**src/uifr_pkg.sv**
```systemverilog
// Package with register offsets, field positions and reset values of the flag and event registers.
package uifr_pkg;
    localparam logic [7:0] OFS_RESET = 8'h00;
    localparam logic [7:0] OFS_STICKY = 8'h20;
    localparam logic [7:0] OFS_PORT_MASKS = 8'h24;
    localparam logic [7:0] OFS_SOF = 8'h28;
    localparam logic [7:0] OFS_PID = 8'h2C;
    localparam logic [7:0] OFS_ENDPOINT = 8'h30;
    localparam logic [7:0] OFS_EP_MATCH = 8'h34;
    localparam logic [7:0] OFS_OTG_MASK = 8'h38;
    localparam logic [7:0] OFS_POWER = 8'h3C;
    localparam logic [7:0] OFS_PHY_CTRL = 8'h40;
    localparam int NUM_FLAGS = 7;
    localparam int FLAG_TOKEN_OK = 6;
    localparam int FLAG_SE0 = 5;
    localparam int FLAG_K = 4;
    localparam int FLAG_J = 3;
    localparam int FLAG_CRC16 = 2;
    localparam int FLAG_RXACTIVE = 1;
    localparam int FLAG_RXERROR = 0;
    localparam int PORT_A_LSB = 0;
    localparam int PORT_B_LSB = 8;
    localparam int PORT_C_LSB = 16;
    localparam int EP_VALID_BIT = 4;
    localparam int PWR_VALID_BIT = 8;
    localparam int PHY_PD_DIS_BIT = 18;
    localparam int PHY_SE0_RES_BIT = 13;
    localparam int PHY_K_RES_BIT = 12;
    localparam int PHY_FILT_MSB = 11;
    localparam int PHY_FILT_LSB = 8;
    localparam int PHY_SUSP_BIT = 7;
    localparam int PHY_CONF_MSB = 6;
    localparam int PHY_CONF_LSB = 4;
    localparam logic [31:0] RST_ZERO = 32'h0;
    localparam logic [31:0] STICKY_WMASK = 32'h0000_007F;
    localparam logic [31:0] PORTS_WMASK = 32'h00FF_FFFF;
    localparam logic [31:0] SOF_WMASK = 32'h0000_07FF;
    localparam logic [31:0] EPM_WMASK = 32'h0000_FFFF;
    localparam logic [31:0] PWR_WMASK = 32'h0000_01FF;
    localparam logic [31:0] PHY_WMASK = 32'h0004_3FF0;
    localparam logic [1:0] LS_SE0 = 2'h0;
    localparam logic [1:0] LS_J = 2'h1;
    localparam logic [1:0] LS_K = 2'h2;
    localparam int FILT_CNT_W = 16;
endpackage

```
**src/uifr_ls_filter.sv**
```systemverilog
// Line-state filter that holds off each change for a power-of-two number of clocks.
`timescale 1ns/1ps
`default_nettype none
module uifr_ls_filter
    import uifr_pkg::*;
(
    input wire logic clk,
    input wire logic nrst,
    input wire logic soft_rst,
    input wire logic [3:0] log2_delay,
    input wire logic [1:0] ls_in,
    output logic [1:0] ls_out
);
    logic [FILT_CNT_W-1:0] cnt_ff;
    logic [1:0] cand_ff;
    logic [FILT_CNT_W:0] target;

    // Number of cycles a new level must persist before it is passed on.
    assign target = (FILT_CNT_W+1)'(1) << log2_delay;

    // A change restarts the count; the output only takes it after the full wait.
    always_ff @(posedge clk or negedge nrst) begin
        if (!nrst) begin
            cnt_ff <= '0;
            cand_ff <= LS_SE0;
            ls_out <= LS_SE0;
        end else if (soft_rst) begin
            cnt_ff <= '0;
            cand_ff <= LS_SE0;
            ls_out <= LS_SE0;
        end else if (ls_in != cand_ff) begin
            cand_ff <= ls_in;
            cnt_ff <= '0;
        end else if (ls_in != ls_out) begin
            if ({1'b0, cnt_ff} + (FILT_CNT_W+1)'(1) >= target) begin
                ls_out <= cand_ff;
                cnt_ff <= '0;
            end else begin
                cnt_ff <= cnt_ff + FILT_CNT_W'(1);
            end
        end
    end
endmodule
`default_nettype wire

```
**src/uifr_regs.sv**
```systemverilog
// Upper register set of the USB interface manager: flags, masks, captures and PHY control.
//
// Behaviour
// - Seven-bit stickiness mask, one per flag.
// - Sticky flag holds until one written.
// - Non-sticky flags 1, 3, 4, 5 follow their source signal.
// - Three eight-bit masks OR flags onto ports.
// - Eleven-bit frame counter, readable, writable, reset zero.
// - Capture last received packet identifier.
// - Capture endpoint of last received token.
// - Endpoint valid bit reads one when valid.
// - Marked endpoints delivered ORed with 0x10.
// - Bit 18 disables data line pulldowns.
// - SE0 auto-resume sets bit 13; write zero clears.
// - K auto-resume sets bit 12; write zero clears.
// - Line-state change delayed two-power-field clocks.
// - Bit 7 lets suspend controller handle resume.
// - Bits 6:4 drive the PHY config pins.
// - Write to reset register clears manager state.
// - Non-sticky flags clear on next packet.
// - Flag 6 set on successful token decode.
`timescale 1ns/1ps
`default_nettype none
module uifr_regs
    import uifr_pkg::*;
(
    input wire logic clk,
    input wire logic nrst,
    // Register access.
    input wire logic reg_wr,
    input wire logic reg_rd,
    input wire logic [7:0] reg_addr,
    input wire logic [31:0] reg_wdata,
    output logic [31:0] reg_rdata,
    // Packet events and PHY status.
    input wire logic pkt_start,
    input wire logic rx_active,
    input wire logic rx_error,
    input wire logic crc16_fail,
    input wire logic token_ok,
    input wire logic pid_valid,
    input wire logic [3:0] pid_in,
    input wire logic [3:0] token_ep,
    input wire logic sof_seen,
    input wire logic [1:0] line_state,
    input wire logic suspended,
    // Flags, ports and PHY pins.
    output logic [6:0] signal_flag_vector,
    output logic flag_out_port_a,
    output logic flag_out_port_b,
    output logic flag_out_port_c,
    output logic [4:0] rx_ep_out,
    output logic [1:0] ls_filtered,
    output logic line_port_low_pd_en,
    output logic line_port_high_pd_en,
    output logic [2:0] phy_config_pins,
    output logic resume_out,
    output logic [31:0] otg_flag_mask_out,
    output logic [8:0] power_signal_out
);
    import uifr_pkg::*;

    ////////////////////////////////////////////////////////////////////////////////////////////
    logic [1:0] ls_sync;
    logic [3:0] pins_sync;

    // Stored fields only.
    logic [6:0] sticky_ff;
    logic [23:0] port_masks_ff;
    logic [10:0] sof_ff;
    logic [3:0] pid_ff;
    logic [3:0] ep_ff;
    logic ep_valid_ff;
    logic [15:0] ep_match_ff;
    logic [31:0] otg_mask_ff;
    logic [8:0] power_ff;
    logic pd_dis_ff;
    logic se0_resume_ff;
    logic k_resume_ff;
    logic [3:0] filt_ff;
    logic susp_ctrl_ff;
    logic [2:0] conf_ff;

    // Internal state.
    logic soft_rst_ff;
    logic [6:0] flags_ff;
    logic [6:0] flag_src;
    logic [1:0] ls_prev_ff;

    // Write strobes and resume event.
    logic wr_sticky, wr_ports, wr_sof, wr_epm, wr_otg, wr_pwr, wr_phy;
    logic auto_resume;

    // Line state and PHY-side status arrive from the PHY pins, so they are synchronised.
    // Bits may settle a cycle apart.
    uifr_sync #(.W(6)) u_sync (
        .clk(clk),
        .nrst(nrst),
        .d({line_state, rx_active, rx_error, suspended, crc16_fail}),
        .q({ls_sync, pins_sync})
    );

    // Filtered line state that the flags and resume logic use; no register reads it.
    // Line flags lag by the filter delay.
    uifr_ls_filter u_filt (
        .clk(clk),
        .nrst(nrst),
        .soft_rst(soft_rst_ff),
        .log2_delay(filt_ff),
        .ls_in(ls_sync),
        .ls_out(ls_filtered)
    );

    ////////////////////////////////////////////////////////////////////////////////////////////
    // Write strobes per register.
    assign wr_sticky = reg_wr && reg_addr == OFS_STICKY;
    assign wr_ports = reg_wr && reg_addr == OFS_PORT_MASKS;
    assign wr_sof = reg_wr && reg_addr == OFS_SOF;
    assign wr_epm = reg_wr && reg_addr == OFS_EP_MATCH;
    assign wr_otg = reg_wr && reg_addr == OFS_OTG_MASK;
    assign wr_pwr = reg_wr && reg_addr == OFS_POWER;
    assign wr_phy = reg_wr && reg_addr == OFS_PHY_CTRL;

    // Any write to the reset register yields a one-cycle manager reset pulse.
    // PHY fields other than the resume cause bits survive it, so pins hold.
    always_ff @(posedge clk or negedge nrst) begin
        if (!nrst) begin
            soft_rst_ff <= 1'b0;
        end else begin
            soft_rst_ff <= reg_wr && reg_addr == OFS_RESET;
        end
    end

    ////////////////////////////////////////////////////////////////////////////////////////////
    // Live sources of the seven signal flags.
    // Line flags read the filtered state.
    always_comb begin
        flag_src = '0;
        flag_src[FLAG_TOKEN_OK] = token_ok;
        flag_src[FLAG_SE0] = ls_filtered == LS_SE0;
        flag_src[FLAG_K] = ls_filtered == LS_K;
        flag_src[FLAG_J] = ls_filtered == LS_J;
        flag_src[FLAG_CRC16] = pins_sync[0];
        flag_src[FLAG_RXACTIVE] = pins_sync[3];
        flag_src[FLAG_RXERROR] = pins_sync[2];
    end

    // Per flag: sticky bits hold until a one is written, others track or clear per packet.
    // A set beats a same-cycle clear.
    // Error and token flags latch until pkt_start.
    generate
        for (genvar i = 0; i < NUM_FLAGS; i++) begin : g_flag
            always_ff @(posedge clk or negedge nrst) begin
                if (!nrst) begin
                    flags_ff[i] <= 1'b0;
                end else if (soft_rst_ff) begin
                    flags_ff[i] <= 1'b0;
                end else if (sticky_ff[i]) begin
                    if (flag_src[i]) begin
                        flags_ff[i] <= 1'b1;
                    end else if (wr_sticky && reg_wdata[i]) begin
                        flags_ff[i] <= 1'b0;
                    end
                end else if (pkt_start) begin
                    flags_ff[i] <= flag_src[i];
                end else if (flag_src[i]) begin
                    flags_ff[i] <= 1'b1;
                end else if (i == FLAG_RXACTIVE || (i >= FLAG_J && i <= FLAG_SE0)) begin
                    flags_ff[i] <= 1'b0;
                end
            end
        end
    endgenerate

    ////////////////////////////////////////////////////////////////////////////////////////////
    // Plain configuration registers.
    // A write in the reset pulse cycle is lost.
    // PHY fields are kept over a manager reset, except the resume cause bits, which clear.
    always_ff @(posedge clk or negedge nrst) begin
        if (!nrst) begin
            sticky_ff <= '0;
            port_masks_ff <= '0;
            ep_match_ff <= '0;
            otg_mask_ff <= RST_ZERO;
            power_ff <= '0;
            pd_dis_ff <= 1'b0;
            filt_ff <= '0;
            susp_ctrl_ff <= 1'b0;
            conf_ff <= '0;
        end else if (soft_rst_ff) begin
            sticky_ff <= '0;
            port_masks_ff <= '0;
            ep_match_ff <= '0;
            otg_mask_ff <= RST_ZERO;
            power_ff <= '0;
        end else begin
            if (wr_sticky) begin
                sticky_ff <= reg_wdata[6:0];
            end
            if (wr_ports) begin
                port_masks_ff <= reg_wdata[23:0];
            end
            if (wr_epm) begin
                ep_match_ff <= reg_wdata[15:0];
            end
            if (wr_otg) begin
                otg_mask_ff <= reg_wdata;
            end
            if (wr_pwr) begin
                power_ff <= reg_wdata[8:0];
            end
            if (wr_phy) begin
                pd_dis_ff <= reg_wdata[PHY_PD_DIS_BIT];
                filt_ff <= reg_wdata[PHY_FILT_MSB:PHY_FILT_LSB];
                susp_ctrl_ff <= reg_wdata[PHY_SUSP_BIT];
                conf_ff <= reg_wdata[PHY_CONF_MSB:PHY_CONF_LSB];
            end
        end
    end

    // Start-of-frame counter: software load wins, else counts each frame start.
    // Wraps from 0x7FF back to zero.
    always_ff @(posedge clk or negedge nrst) begin
        if (!nrst) begin
            sof_ff <= '0;
        end else if (soft_rst_ff) begin
            sof_ff <= '0;
        end else if (wr_sof) begin
            sof_ff <= reg_wdata[10:0];
        end else if (sof_seen) begin
            sof_ff <= sof_ff + 11'h1;
        end
    end

    // Captures of the last packet identifier and token endpoint.
    // Valid stays set after the first token.
    always_ff @(posedge clk or negedge nrst) begin
        if (!nrst) begin
            pid_ff <= '0;
            ep_ff <= '0;
            ep_valid_ff <= 1'b0;
        end else if (soft_rst_ff) begin
            pid_ff <= '0;
            ep_ff <= '0;
            ep_valid_ff <= 1'b0;
        end else begin
            if (pid_valid) begin
                pid_ff <= pid_in;
            end
            if (token_ok) begin
                ep_ff <= token_ep;
                ep_valid_ff <= 1'b1;
            end
        end
    end

    ////////////////////////////////////////////////////////////////////////////////////////////
    // Auto-resume happens when suspended, enabled, and the filtered line leaves J.
    // Only leaving J counts, so it fires once.
    assign auto_resume = susp_ctrl_ff && pins_sync[1] && ls_prev_ff == LS_J && ls_filtered != LS_J;

    // Resume cause flags: hardware set wins over a software zero write.
    // The resume_out pulse comes once per auto-resume.
    always_ff @(posedge clk or negedge nrst) begin
        if (!nrst) begin
            se0_resume_ff <= 1'b0;
            k_resume_ff <= 1'b0;
            ls_prev_ff <= LS_J;
            resume_out <= 1'b0;
        end else if (soft_rst_ff) begin
            se0_resume_ff <= 1'b0;
            k_resume_ff <= 1'b0;
            ls_prev_ff <= LS_J;
            resume_out <= 1'b0;
        end else begin
            ls_prev_ff <= ls_filtered;
            resume_out <= auto_resume;
            if (auto_resume && ls_filtered == LS_SE0) begin
                se0_resume_ff <= 1'b1;
            end else if (wr_phy && !reg_wdata[PHY_SE0_RES_BIT]) begin
                se0_resume_ff <= 1'b0;
            end
            if (auto_resume && ls_filtered == LS_K) begin
                k_resume_ff <= 1'b1;
            end else if (wr_phy && !reg_wdata[PHY_K_RES_BIT]) begin
                k_resume_ff <= 1'b0;
            end
        end
    end

    ////////////////////////////////////////////////////////////////////////////////////////////
    // Registered outputs: port routing, endpoint delivery and PHY pins.
    // Mask bit 7 of each byte has no flag.
    // Pulldowns on unless the disable bit is set.
    always_ff @(posedge clk or negedge nrst) begin
        if (!nrst) begin
            flag_out_port_a <= 1'b0;
            flag_out_port_b <= 1'b0;
            flag_out_port_c <= 1'b0;
            rx_ep_out <= '0;
            line_port_low_pd_en <= 1'b1;
            line_port_high_pd_en <= 1'b1;
            phy_config_pins <= '0;
            signal_flag_vector <= '0;
            otg_flag_mask_out <= RST_ZERO;
            power_signal_out <= '0;
        end else begin
            flag_out_port_a <= |(flags_ff & port_masks_ff[PORT_A_LSB +: 7]);
            flag_out_port_b <= |(flags_ff & port_masks_ff[PORT_B_LSB +: 7]);
            flag_out_port_c <= |(flags_ff & port_masks_ff[PORT_C_LSB +: 7]);
            rx_ep_out <= {ep_match_ff[ep_ff], ep_ff};
            line_port_low_pd_en <= !pd_dis_ff;
            line_port_high_pd_en <= !pd_dis_ff;
            phy_config_pins <= conf_ff;
            signal_flag_vector <= flags_ff;
            otg_flag_mask_out <= otg_mask_ff;
            power_signal_out <= power_ff;
        end
    end

    // Read data, registered one cycle after reg_rd; reserved bits and unknown offsets read zero.
    // Data holds until the next read.
    // Lower offsets belong elsewhere and read zero.
    always_ff @(posedge clk or negedge nrst) begin
        if (!nrst) begin
            reg_rdata <= '0;
        end else if (reg_rd) begin
            case (reg_addr)
                OFS_STICKY: reg_rdata <= {25'h0, sticky_ff};
                OFS_PORT_MASKS: reg_rdata <= {8'h0, port_masks_ff};
                OFS_SOF: reg_rdata <= {21'h0, sof_ff};
                OFS_PID: reg_rdata <= {28'h0, pid_ff};
                OFS_ENDPOINT: reg_rdata <= {27'h0, ep_valid_ff, ep_ff};
                OFS_EP_MATCH: reg_rdata <= {16'h0, ep_match_ff};
                OFS_OTG_MASK: reg_rdata <= otg_mask_ff;
                OFS_POWER: reg_rdata <= {23'h0, power_ff};
                OFS_PHY_CTRL: reg_rdata <= {13'h0, pd_dis_ff, 4'h0, se0_resume_ff, k_resume_ff,
                    filt_ff, susp_ctrl_ff, conf_ff, 4'h0};
                default: reg_rdata <= '0;
            endcase
        end
    end
endmodule
`default_nettype wire

```
**src/uifr_sync.sv**
```systemverilog
// Two flip-flop synchroniser for a vector of pin inputs.
`timescale 1ns/1ps
`default_nettype none
module uifr_sync #(
    parameter int W = 1
) (
    input wire logic clk,
    input wire logic nrst,
    input wire logic [W-1:0] d,
    output logic [W-1:0] q
);
    logic [W-1:0] meta_ff;

    // First stage is only read by the second stage.
    always_ff @(posedge clk or negedge nrst) begin
        if (!nrst) begin
            meta_ff <= '0;
            q <= '0;
        end else begin
            meta_ff <= d;
            q <= meta_ff;
        end
    end
endmodule
`default_nettype wire
```
**config.mk**
```make
export PLATFORM = sky130hd
export DESIGN_NAME = uifr_regs
export DESIGN_NICKNAME = d
export VERILOG_FILES = /design/src/uifr_pkg.sv /design/src/uifr_ls_filter.sv /design/src/uifr_regs.sv /design/src/uifr_sync.sv
export SDC_FILE = /design/constraint.sdc
export NUM_CORES = 1
export LEC_CHECK = 0
export BUFFER_PORTS_ARGS = -buffer_cell sky130_fd_sc_hd__buf_2
export CAP_MARGIN = 20
export CORE_MARGIN = 2
export CORE_UTILIZATION = 62
export DETAILED_ROUTE_END_ITERATION = 8
export PLACE_DENSITY = 0.94
export SLEW_MARGIN = 25
export SYNTH_ARGS = -nofsm -noshare
export SYNTH_HDL_FRONTEND = slang
export SYNTH_SLANG_ARGS = --single-unit
```
**constraint.sdc**
```tcl
create_clock -name clk -period 6.33 [get_ports clk]
set_clock_uncertainty 0.15 [all_clocks]
set_input_delay 0.633 -clock clk [delete_from_list [all_inputs] [get_ports clk]]
set_output_delay 0.633 -clock clk [all_outputs]
set_load 0.01 [all_outputs]
```
Word-level counts from Yosys, hierarchy flattened
Cells that the tools add are included.
- register bits: 254
- bits in latches: 0
- bits in writable memories: 0
- ROM bits: 0
- input port bits: 62
- output and inout bits: 96
- logic and storage cells: 206
- memories kept: 0
- add/subtract/negate cells: 3
- multipliers: 0
- divide/modulo/power cells: 0
- order comparisons: 2
- equality and inequality tests: 23
- shift-type cells: 1
- multiplexer cells: 81
- bitwise logic cells: 4
- reduce and logical (&&, ||, !) cells: 52
- operators by type and width (cell ; number):
    32-bit one-hot mux with 9 select lines ; 1
    16-bit 2-to-1 mux ; 6
    8-bit by 6-bit equality test with 1-bit output, second input constant ; 8
    32-bit 2-to-1 mux ; 2
    1-bit 2-to-1 mux ; 51
    24-bit 2-to-1 mux ; 2
    11-bit 2-to-1 mux ; 3
    4-bit by 1-bit != test with 1-bit output, second input constant ; 6
    1-bit logical AND ; 22
    7-bit bitwise AND ; 3
    7-bit OR reduction ; 3
    2-bit nonzero test ; 10
    9-bit 2-to-1 mux ; 2
    16-bit by 1-bit adder with 17-bit output, second input constant ; 1
    17-bit greater-or-equal comparator ; 1
    1-bit by 4-bit left shift with 17-bit output, first input constant ; 1
    16-bit by 1-bit adder with 16-bit output, second input constant ; 1
    4-bit 2-to-1 mux ; 4
    2-bit 2-to-1 mux ; 7
    7-bit 2-to-1 mux ; 2
    3-bit nonzero test ; 4
    4-bit nonzero test ; 3
    11-bit by 1-bit adder with 11-bit output, second input constant ; 1
    8-bit by 7-bit equality test with 1-bit output, second input constant ; 1
    other kinds (14) ; 21

Longest topological paths before layout
Gate-level depths: netlist of the first run.
- depth in word-level cells: 7
- gate-level depth with buffers: 14
- gate-level depth less buffers: 12

Modules after synthesis
From an unflattened synthesis of the first run, not the netlist that was laid out.
- cell total of the unflattened synthesis: 1068
- area total of the unflattened synthesis: 11235.8 um^2
- modules (own cells, without submodules) (module ; instances ; cells an instance ; area an instance (um^2) ; seq. area each (um^2)):
    uifr_regs ; 1 ; 841 ; 9197.6 ; 5557.8
    uifr_ls_filter ; 1 ; 215 ; 1737.9 ; 500.5
    uifr_sync ; 1 ; 12 ; 300.3 ; 300.3

Worst setup path after synthesis of the first run
OpenSTA, ideal clock, no wires.
- path kind: register -> register
- from: register u_filt.cnt_ff[3]
- to: register u_filt.cnt_ff[7]
- setup time: 66 ps
- data arrival time: 2977 ps
- data required time: 6114 ps
- slack: 3138 ps
- cell stages (with the launch flop): 15
- path buffers: 2
- clock period less this slack: 3192 ps
- cell sequence: dfrtp_1 -> clkbuf_2 -> and3_1 -> and3_1 -> and4_1 -> and3_1 -> xor2_1 -> ha_1 -> nand4_1 -> a21oi_1 -> a2111oi_2 -> nand4_1 -> a21oi_2 -> buf_4 -> a22o_1
- word-level cells in the longest chain between the ends: 6
- elaborated cells between the ends (all ways): 7
- those cells by class: 2 x add/sub; 1 x order compare; 4 x mux
- ends and longest elaborated chain (item ; RTL line ; RTL):
    from (decl) ; uifr_ls_filter.sv:14 ; logic [FILT_CNT_W-1:0] cnt_ff;
    from (signal assigned) ; uifr_ls_filter.sv:39 ; cnt_ff <= cnt_ff + FILT_CNT_W'(1);
    16-bit by 1-bit adder with 17-bit output ; uifr_ls_filter.sv:35 ; if ({1'b0, cnt_ff} + (FILT_CNT_W+1)'(1) >= target) begin
    17-bit greater-or-equal comparator ; uifr_ls_filter.sv:35 ;
    16-bit 2-to-1 mux (*) ; uifr_ls_filter.sv:35 ;
    16-bit 2-to-1 mux (*) ; uifr_ls_filter.sv:34 ; end else if (ls_in != ls_out) begin
    16-bit 2-to-1 mux (*) ; uifr_ls_filter.sv:31 ; end else if (ls_in != cand_ff) begin
    16-bit 2-to-1 mux (*) ; uifr_ls_filter.sv:27 ; end else if (soft_rst) begin
Every way passes the cells marked *; elsewhere a longest branch is shown, timed or not. The select of a mux whose other input is x is not followed.
A chain may end at the register's enable or synchronous reset.

Worst setup path in the final report of the first run
- from: register u_filt.cnt_ff[0]
- to: register u_filt.cnt_ff[9]
Same word-level chain as after synthesis.

==> results of run 1 <==
metal layers:
metal,share of wire,up-vias
li1,-,4003
met1,0.36,4433
met2,0.46,752
met3,0.12,198
met4,0.061,0
met5,0,-
cell usage in the layout, fill, tap and decap left out, drive strengths merged, types with 19 or more instances in the layout:
cell / Yosys / routed
dfrtp: 252 / 252
nand2: 203 / 203
buf: 22 / 164
a21oi: 111 / 111
nor2: 53 / 53
nand3: 50 / 50
inv: 38 / 39
clkbuf: 45 / 36
o21ai: 29 / 29
o22ai: 24 / 24
mux2i: 22 / 22
a22o: 20 / 20
a22oi: 19 / 19
worst paths after layout:
path	from	endpoint	slack [ps]	cells past startpoint
worst max-delay path	u_filt.cnt_ff[0]$_DFFE_PN0P_	u_filt.cnt_ff[9]$_DFFE_PN0P_	2410	12
worst min-delay path	nrst	u_filt.cnt_ff[6]$_DFFE_PN0P_	20	1
worst max register to register	u_filt.cnt_ff[0]$_DFFE_PN0P_	u_filt.cnt_ff[9]$_DFFE_PN0P_	2410	12
worst min register to register	u_sync.meta_ff[3]$_DFF_PN0_	u_sync.q[3]$_DFF_PN0_	200	0
max in group asynchronous	nrst	otg_mask_ff[9]$_DFFE_PN0P_	4830	2
min in group clk	rx_error	u_sync.meta_ff[2]$_DFF_PN0_	60	1
registers in the layout, indices dropped and copies added, names as in the netlist, 2 cells and up:
register	flops
rx_ep_out	5
ep_ff	4
u_filt.ls_out	2
reg_rdata	32
otg_flag_mask_out	32
power_ff	9
filt_ff	4
u_sync.q	6
ep_match_ff	16
port_masks_ff	24
u_sync.meta_ff	6
ls_prev_ff	2
pid_ff	4
u_filt.cand_ff	2
conf_ff	3
power_signal_out	9
signal_flag_vector	7
otg_mask_ff	32
sof_ff	11
flags_ff	7
sticky_ff	7
phy_config_pins	3
u_filt.cnt_ff	16
cell families after synthesis:
family,Yosys count,synth area share
multiplexers,40,0.04634
adder cells (fa/ha/maj),18,0.02034
flip-flops,254,0.5744
XOR/XNOR,28,0.02215
AO/OA/AOI/OAI,246,0.1383
buffers and inverters,105,0.04001
AND/OR/NAND/NOR,385,0.1585
final cells by class:
cell class,instances,area (um^2),share of cell area
multi-input cells,717,4277,0.3347
well taps,225,281.5,0.02203
clock buffers,36,726.9,0.05689
flip-flops and latches,254,6362,0.4979
repair buffers,164,864.6,0.06766
clock inverters,9,123.9,0.009694
inverters,38,142.6,0.01116
worst max-delay path, stage by stage (launching register included):
cell,delay (ps)
dfrtp_1,430
ha_1,300
nand2_1,100
nor3_1,370
nand4_1,220
xnor2_1,180
ha_1,310
nand4_1,150
a21oi_1,70
a2111oi_2,400
nand4_1,310
a21oi_2,590
a22o_1,260
power by group through the flow:
stage          Combinational, W  Sequential [W]  Clock, W
2_1_floorplan          0.000209         0.00187         0
3_3_place_gp           0.000366         0.00190         0
3_5_place_dp           0.000384         0.00190         0
4_1_cts                0.000389         0.00188   0.00154
5_1_grt                0.000428         0.00189   0.00162
6_report               0.000392         0.00189   0.00153
per-stage QoR:
stage	hold WS [ps]	instance area [um^2]	instances
4_1_cts	48.95	12770	1443
6_report	18.57	12780	1443
2_1_floorplan	181.2	11070	1076
5_1_grt	49.20	12780	1443
3_5_place_dp	185.5	11920	1398
3_3_place_gp	182.3	11920	1398
==> impl_metrics.toml, run 1 <==
[pwr]
cellLeakagePower_nw = 6.054
swShare = 0.2599
pwr-share-comb = 0.103
power_frac_seq = 0.495
p_clk_frac = 0.402
power_density_nw_per_um2 = 298.4
switchingPower_w = 0.0009908
internal_power_w = 0.002822
ir_drop_mv = 0.2168
power_w = 0.003813

[worst_setup_path]
end_kind = "flop"
cp-start-kind = "flop"
worstPathMaxFanout = 14
critPathArrivalTime_ps = 4230
criticalPathCategory = "flop to flop"
required_ps = 6640

[placement]
io_buffers = 157
dpl_worst_slack_ps = 2508
dp_hpwl_um = 20390
place.gp.congestion = 0.9617

[global_routing]
antenna_found_initial = 0
track_usage = 0.3411
gr-total-overflow = 0
grt_pass1_wl_um = 49600
grtUsageMet1 = 0.4585
top_usage_layer = "met2"
grtUsageMet3 = 0.07506
grt_max_degree = 140
grt_pass1_vias = 9235
grt_util_met2 = 0.5265

[timing]
tightest_slew_ps = 937.7
setup_slack_ps = 2410
slew_headroom = 0.3733
max_freq_ghz = 0.2551
rsz0062_at_grt = "no"
final-max-slew-violation-count = 0
setup_tns_ps = 0
finalSetupViolations = 0
finalCritPeriodShare = 0.6192
min_period_ps = 3920
hold_violations = 0

[yosys]
synth_edf_count = 0
ys_seq_elements = 254
synth_ff_type = "dfrtp_1"
synth_cells = 1076
yosys.cell_types.count = 57
async_reset_ff_frac = 1.000
synth_most_common_cell = "dfrtp_1"
syn-num-nets = 1156
synth_commonest_cells = "dfrtp_1, nand2_1, a21oi_1"
syn-cell-area_um2 = 11070
yosysWarningCount = 0
synthDominantCellAreaShare = 0.5696
synth_largest_area_cell = "dfrtp_1"
ys_seq_area_frac = 0.5744
avgSynthCellArea_um2 = 10.29
synth_area_leaders = "dfrtp_1, nand2_1, a21oi_1"

[clock_tree]
postCtsSetupBuffers = 0
numCtsBuffers = 25
worstSkewPairLatency_ps = 530
clock-sinks = 254
h-tree-depth = 1
cts_hold_buf = 0
cts.clk_slew.worst_paths_ps = 60
cts_resized = 0
clockBufferDepth = 3
clockRootBuffer = "clkbuf_16"
cts_tree = "yes"

[flow_run]
maxCapViolations = 0

[layout]
final_util = 0.7362
area_growth_pct = 15.43
fill_cells = 1092
diodes = 0
layout-drive-gt1-share = 0.1929
fin_nets = 1280

[routing]
detail_route.wl_per_cell_um = 21.83
dr.pass1.iters = 8
drc = 0
drt_iter0_markers = 1285
routed_wl_um = 31500
ant_nets = 0
via_count = 9386
viasPerCell = 6.505

[floorplan]
num_rows = 48
fp.dieW_um = 137.6
die-area_um2 = 18940
die_h_um = 137.6
start_util = 0.6378
io_pins = 158
core-area_um2 = 17360

[min_path]
holdCritPathClass = "primary input to async pin"

[status]
outcome = "completed"
Note: power is estimated with default switching activity, not from simulation.
==> run 2: changes to the inputs <==
ABC_AREA = 1   (was default)
CORE_UTILIZATION = 52   (was 62)
PLACE_DENSITY = 0.85   (was 0.94)
clock period = 3.2 ns   (was 6.33 ns; I/O delays follow)
==> impl_metrics.toml, run 2 <==
[routing]
routed_wl_um = 32830
viasPerCell = 5.613
ant_nets = 0
drc = 0
via_count = 9755
detail_route.wl_per_cell_um = 18.89
drt_iter0_markers = 1092
dr.pass1.iters = 6

[yosys]
ys_seq_area_frac = 0.5585
synth_largest_area_cell = "dfrtp_1"
async_reset_ff_frac = 1.000
yosys.cell_types.count = 50
synth_cells = 1231
yosysWarningCount = 0
synth_most_common_cell = "nand2_1"
synth_edf_count = 0
synth_commonest_cells = "nand2_1, dfrtp_1, inv_1"
synth_ff_type = "dfrtp_1"
syn-cell-area_um2 = 11390
avgSynthCellArea_um2 = 9.249
ys_seq_elements = 254
synth_area_leaders = "dfrtp_1, nand2_1, inv_1"
syn-num-nets = 1311
synthDominantCellAreaShare = 0.5538

[worst_setup_path]
r2r-start = "u_filt.cnt_ff[0]$_DFFE_PN0P_"
reg2reg_setup_slack_ps = 220
cp-startpoint = "u_filt.cnt_ff[0]$_DFFE_PN0P_"
required_ps = 3470
path_cells = "ha_2 > nand2_1 > nor2_2 > nand2_2 > nor3_4 > nand3_1 > xor2_1 > inv_1 > ha_1 > nand2_1 > nor3_1 > nand3_1 > nand3_1 > nand2_1 > nand3_4 > clkinv_4 > nand2_1 > nand2_1"
worstPathMaxFanout = 10
slowest_stage = "dfrtp_1"
critPathArrivalTime_ps = 3250
r2r_cells = 18
cp-start-kind = "flop"
criticalPathCategory = "flop to flop"
worstSetupEndpoint = "u_filt.cnt_ff[4]$_DFFE_PN0P_"
crit_top_cell = "nand2_1"
rr_endpoint = "u_filt.cnt_ff[4]$_DFFE_PN0P_"
max_stage_delay_ps = 380
end_kind = "flop"

[layout]
final_util = 0.6389
area_growth_pct = 21.69
layout-drive-gt1-share = 0.2119
diodes = 0
top_regs = "otg_flag_mask_out (32), otg_mask_ff (32), reg_rdata (32)"
layout_commonest_cell = "nand2_1"
fin_nets = 1517
mostFrequentLayoutCells = "nand2_1, dfrtp_1, buf_2"

[timing]
final-max-slew-violation-count = 0
finalCritPeriodShare = 0.9327
setup_tns_ps = 0
finalSetupViolations = 0
setup_slack_ps = 215.5
min_period_ps = 2984
hold_violations = 0
max_freq_ghz = 0.3351
rsz0062_at_grt = "no"
fin_hold_ws_ps = 4.188
tightest_slew_ps = 918.8
slew_headroom = 0.3866

[pwr]
cellLeakagePower_nw = 7.109
power_w = 0.008089
power_density_nw_per_um2 = 583.8
power_frac_seq = 0.469
swShare = 0.2670
switchingPower_w = 0.002160
ir_drop_mv = 0.4612
pwr-share-comb = 0.118
internal_power_w = 0.005929
p_clk_frac = 0.413

[global_routing]
antenna_found_initial = 0
grt_util_met2 = 0.4575
grt_pass1_vias = 9556
top_usage_layer = "met2"
grtUsageMet3 = 0.04678
track_usage = 0.2813
grt_pass1_wl_um = 51830
gr-total-overflow = 0
grt_max_degree = 78
grtUsageMet1 = 0.3746

[clock_tree]
clockRootBuffer = "clkbuf_16"
worstSkewPairLatency_ps = 540
clockBufferDepth = 3
h-tree-depth = 1
cts.clk_slew.worst_paths_ps = 60
cts_tree = "yes"
numCtsBuffers = 27
clock-sinks = 254

[floorplan]
fp.dieW_um = 152.0
io_pins = 158
core-area_um2 = 21690
num_rows = 54
die-area_um2 = 23090
die_h_um = 152.0
start_util = 0.5250

[flow_run]
maxCapViolations = 0

[placement]
dpl_worst_slack_ps = 163.0
place.gp.congestion = 0.9759
io_buffers = 157
dp_hpwl_um = 22160

[min_path]
holdCritPathClass = "primary input to flop"

[status]
outcome = "completed"
==> run 2: cell count changes after synthesis, moves of 18 or more <==
cell / before / now
o21ai_0: 29 / 67
nor2b_1: 18 / 0
nand2_1: 203 / 368
inv_1: 38 / 96
o21ai_1: 0 / 57
o21ai_2: 0 / 32
a22oi_1: 19 / 0
clkbuf_1: 44 / 13
a21oi_1: 110 / 27
mux2i_1: 22 / 0
==> run 2: layout make-up <==
class | count | area [um^2]
inverters | 114 | 440.4
multi-input cells | 817 | 4289
clock inverters | 11 | 167.7
repair buffers | 223 | 1459
clock buffers | 39 | 790.8
fillers | 1678 | 7833
well taps | 280 | 350.3
flip-flops and latches | 254 | 6359
==> run 2: metrics by stage <==
| stage | std cells | area (um^2) |
|---|---|---|
| 3_5_place_dp | 1631 | 12310 |
| 5_1_grt | 1738 | 13860 |
| 3_3_place_gp | 1631 | 12310 |
| 2_1_floorplan | 1231 | 11390 |
| 6_report | 1738 | 13860 |
| 4_1_cts | 1733 | 13790 |
==> run 2: worst min-delay path by stage <==
stage | cells past startpoint | from | slack (ps) | end
3_5_place_dp | 0 | u_sync.meta_ff[3]$_DFF_PN0_ | 180 | u_sync.q[3]$_DFF_PN0_
5_1_grt | 3 | reg_wdata[6] | 0.1 | conf_ff[2]$_DFFE_PN0P_
4_1_cts | 3 | token_ok | 2 | ep_ff[2]$_DFFE_PN0P_
6_report | 3 | reg_wdata[6] | 4 | conf_ff[2]$_DFFE_PN0P_
3_3_place_gp | 0 | u_sync.meta_ff[0]$_DFF_PN0_ | 180 | u_sync.q[0]$_DFF_PN0_
2_1_floorplan | 0 | nrst | -130 | conf_ff[0]$_DFFE_PN0P_
==> run 2: layer usage <==
layer,up-vias,wire length [um]
met4,0,1721
met1,4680,13060
met3,124,2587
met2,501,15470
met5,-,0
li1,4450,-
==> run 2: repair_timing <==
action                     4_1_cts  5_1_grt
hold buffers                    52        0
setup endpoints to repair        0       18
gates resized for setup          0        7
hold endpoints to repair       140        0
setup buffers                    0        5
==> run 2: cells by family after synthesis <==
kind of cell | synth area share
xor gates and xnor gates | 0.01462
buffers and inverters | 0.06681
adders and majority gates | 0.01978
and+or+nand+nor | 0.2114
AOI/OAI and AO/OA | 0.1249
DFF | 0.5585
muxes | 0.003956
==> run 2: power groups by stage <==
stage	Combinational (W)	Sequential [W]	Clock, W
final	0.000958	0.00379	0.00334
after global routing	0.00106	0.00381	0.00351
after CTS	0.000947	0.00377	0.00335
after detailed placement	0.000887	0.00383	0
after global placement	0.000862	0.00381	0
after floorplan	0.000467	0.00379	0
==> run 2: worst max-delay path, delay by kind of cell, from the launching register on <==
kind / cells / cell delay [ps]
simple gates: 13 / 1470
fa+ha+maj: 2 / 510
flops: 1 / 380
xor+xnor: 1 / 190
buf+inv: 2 / 180
==> run 3: changes to the inputs <==
CORE_UTILIZATION = 54   (was 52)
CTS_BUF_LIST = sky130_fd_sc_hd__clkbuf_8   (was default)
PLACE_DENSITY = 0.88   (was 0.85)
==> impl_metrics.toml, run 3 (synthesis gave the netlist of run 2 again) <==
[status]
outcome = "completed"

[clock_tree]
cts_tree = "yes"
clock-sinks = 254
clockBufferDepth = 3
clockRootBuffer = "clkbuf_8"
numCtsBuffers = 41
h-tree-depth = 2
worstSkewPairLatency_ps = 560
cts.clk_slew.worst_paths_ps = 60

[layout]
fill_cells = 1547
finalInstanceArea_um2 = 13880
top_regs = "otg_flag_mask_out (32), otg_mask_ff (32), reg_rdata (32)"
area_growth_pct = 21.88
mostFrequentLayoutCells = "nand2_1, dfrtp_1, buf_2"
layout-drive-gt1-share = 0.2186
layout_commonest_cell = "nand2_1"
fin_nets = 1538
diodes = 0

[floorplan]
io_pins = 158
die-area_um2 = 22260
num_rows = 53
start_util = 0.5451
fp.dieW_um = 149.2
core-area_um2 = 20890
die_h_um = 149.2

[placement]
io_buffers = 157
place.gp.congestion = 0.9786
dp_hpwl_um = 22340
place_area_um2 = 12310
dpl_worst_slack_ps = 170.5

[timing]
setup_slack_ps = 316.8
final-max-slew-violation-count = 0
finalSetupViolations = 0
slew_headroom = 0.3946
fin_hold_ws_ps = 10.87
hold_violations = 0
max_freq_ghz = 0.3468
tightest_slew_ps = 906.8
min_period_ps = 2883
finalCritPeriodShare = 0.9010

[min_path]
hold_end = "pid_ff[1]$_DFFE_PN0P_"
hp-start = "pid_valid"
holdCritPathClass = "primary input to flop"
worstHoldPathCells = 3

[pwr]
cellLeakagePower_nw = 7.169
ir_drop_mv = 0.3142
power_density_nw_per_um2 = 566.2
power_w = 0.007857

[worst_setup_path]
required_ps = 3480
r2r_cells = 20
crit_family = "simple AND/OR/NAND/NOR gates"
criticalPathCategory = "flop to flop"
r2r-start = "u_filt.cnt_ff[0]$_DFFE_PN0P_"
crit_top_cell = "nand2_1"
critPathArrivalTime_ps = 3170
cp_num_buf_inv = 2
path_cells = "ha_2 > nand2_1 > nor2_2 > nand2_2 > nor3_4 > nand3_2 > xor2_2 > inv_1 > ha_1 > nand2_1 > nor2_2 > nand2_1 > nor2_1 > nor2_1 > nand3_1 > nand2_1 > nand3_4 > inv_4 > nand2_1 > nand2_1"
slowest_stage = "dfrtp_1"
max_stage_delay_ps = 400
reg2reg_setup_slack_ps = 320
worstPathMaxFanout = 10
cp-start-kind = "flop"
rr_endpoint = "u_filt.cnt_ff[7]$_DFFE_PN0P_"
end_kind = "flop"

[routing]
routed_wl_um = 33100
wl_met3_um = 3452
detail_route.wl_per_cell_um = 18.78
m1WireLength_um = 12300
ant_nets = 0
dr.pass1.iters = 6
maxUsedRoutingLayer = "met5"
drt_iter0_markers = 1228
dr_wl_met2_um = 15550
drc = 0
via_count = 10120
viasPerCell = 5.746

[global_routing]
grt_pass1_vias = 10110
track_usage = 0.3004
antenna_found_initial = 1
gr-total-overflow = 0
grt_max_degree = 85
grt_pass1_wl_um = 51890

[flow_run]
maxCapViolations = 0
-- run 3: worst register-to-register path, cell delays in order (launching register included) --
cell	delay (ps)
dfrtp_1	400
ha_2	210
nand2_1	70
nor2_2	120
nand2_2	110
nor3_4	170
nand3_2	110
xor2_2	160
inv_1	60
ha_1	310
nand2_1	90
nor2_2	130
nand2_1	60
nor2_1	90
nor2_1	40
nand3_1	60
nand2_1	100
nand3_4	140
inv_4	80
nand2_1	60
nand2_1	50
-- run 3: final cells by class --
cell class	count	area, um^2	share of cell area
inverter	114	437.9	0.03156
multi-input combinational	817	4302	0.3100
timing repair buffer	230	1521	0.1096
tap	275	344.1	0.02479
clock buffer	55	757.0	0.05455
sequential	254	6359	0.4582
clock inverter	17	156.4	0.01127
-- run 3: worst max path at each step --
| stage | from | to | slack [ps] | depth (start not counted) |
|---|---|---|---|---|
| 3_3_place_gp | u_filt.cnt_ff[0]$_DFFE_PN0P_ | u_filt.cnt_ff[7]$_DFFE_PN0P_ | 200 | 17 |
| 2_1_floorplan | u_filt.cnt_ff[0]$_DFFE_PN0P_ | u_filt.cnt_ff[9]$_DFFE_PN0P_ | 480 | 17 |
| 6_report | u_filt.cnt_ff[0]$_DFFE_PN0P_ | u_filt.cnt_ff[7]$_DFFE_PN0P_ | 320 | 20 |
| 5_1_grt | u_filt.cnt_ff[0]$_DFFE_PN0P_ | u_filt.cnt_ff[5]$_DFFE_PN0P_ | -0.9 | 20 |
| 3_5_place_dp | u_filt.cnt_ff[0]$_DFFE_PN0P_ | u_filt.cnt_ff[9]$_DFFE_PN0P_ | 170 | 17 |
| 4_1_cts | u_filt.cnt_ff[0]$_DFFE_PN0P_ | u_filt.cnt_ff[3]$_DFFE_PN0P_ | 140 | 17 |
-- run 3: metrics by stage --
stage | cells | utilization | setup TNS [ps]
floorplan | 1231 | - | 0
global placement | 1628 | 0.5892 | 0
detailed placement | 1628 | 0.5892 | 0
CTS | 1761 | 0.6622 | 0
global route | 1762 | 0.6643 | -0.8820
finish | 1762 | 0.6643 | 0
-- run 3: metal layers --
layer,vias to the layer above,track usage
met2,661,0.4786
met4,2,0.1643
met3,148,0.08135
met5,-,0
li1,4497,-
met1,4816,0.3744
-- run 3: power breakdown --
group | switching [W] | leakage, nW | internal (W)
combinational | 0.000603 | 3.34 | 0.000368
clock | 0.00132 | 0.511 | 0.00178
sequential | 0.000260 | 3.32 | 0.00353
total | 0.00218 | 7.17 | 0.00567
-- run 3: what timing repair did --
| action | in CTS | in global routing |
|---|---|---|
| hold endpoints to repair | 149 | 0 |
| hold buffers | 61 | 0 |
| gates resized for setup | 0 | 8 |
| buffers inserted | 0 | 1 |
| endpoints found under the setup margin | 0 | 17 |
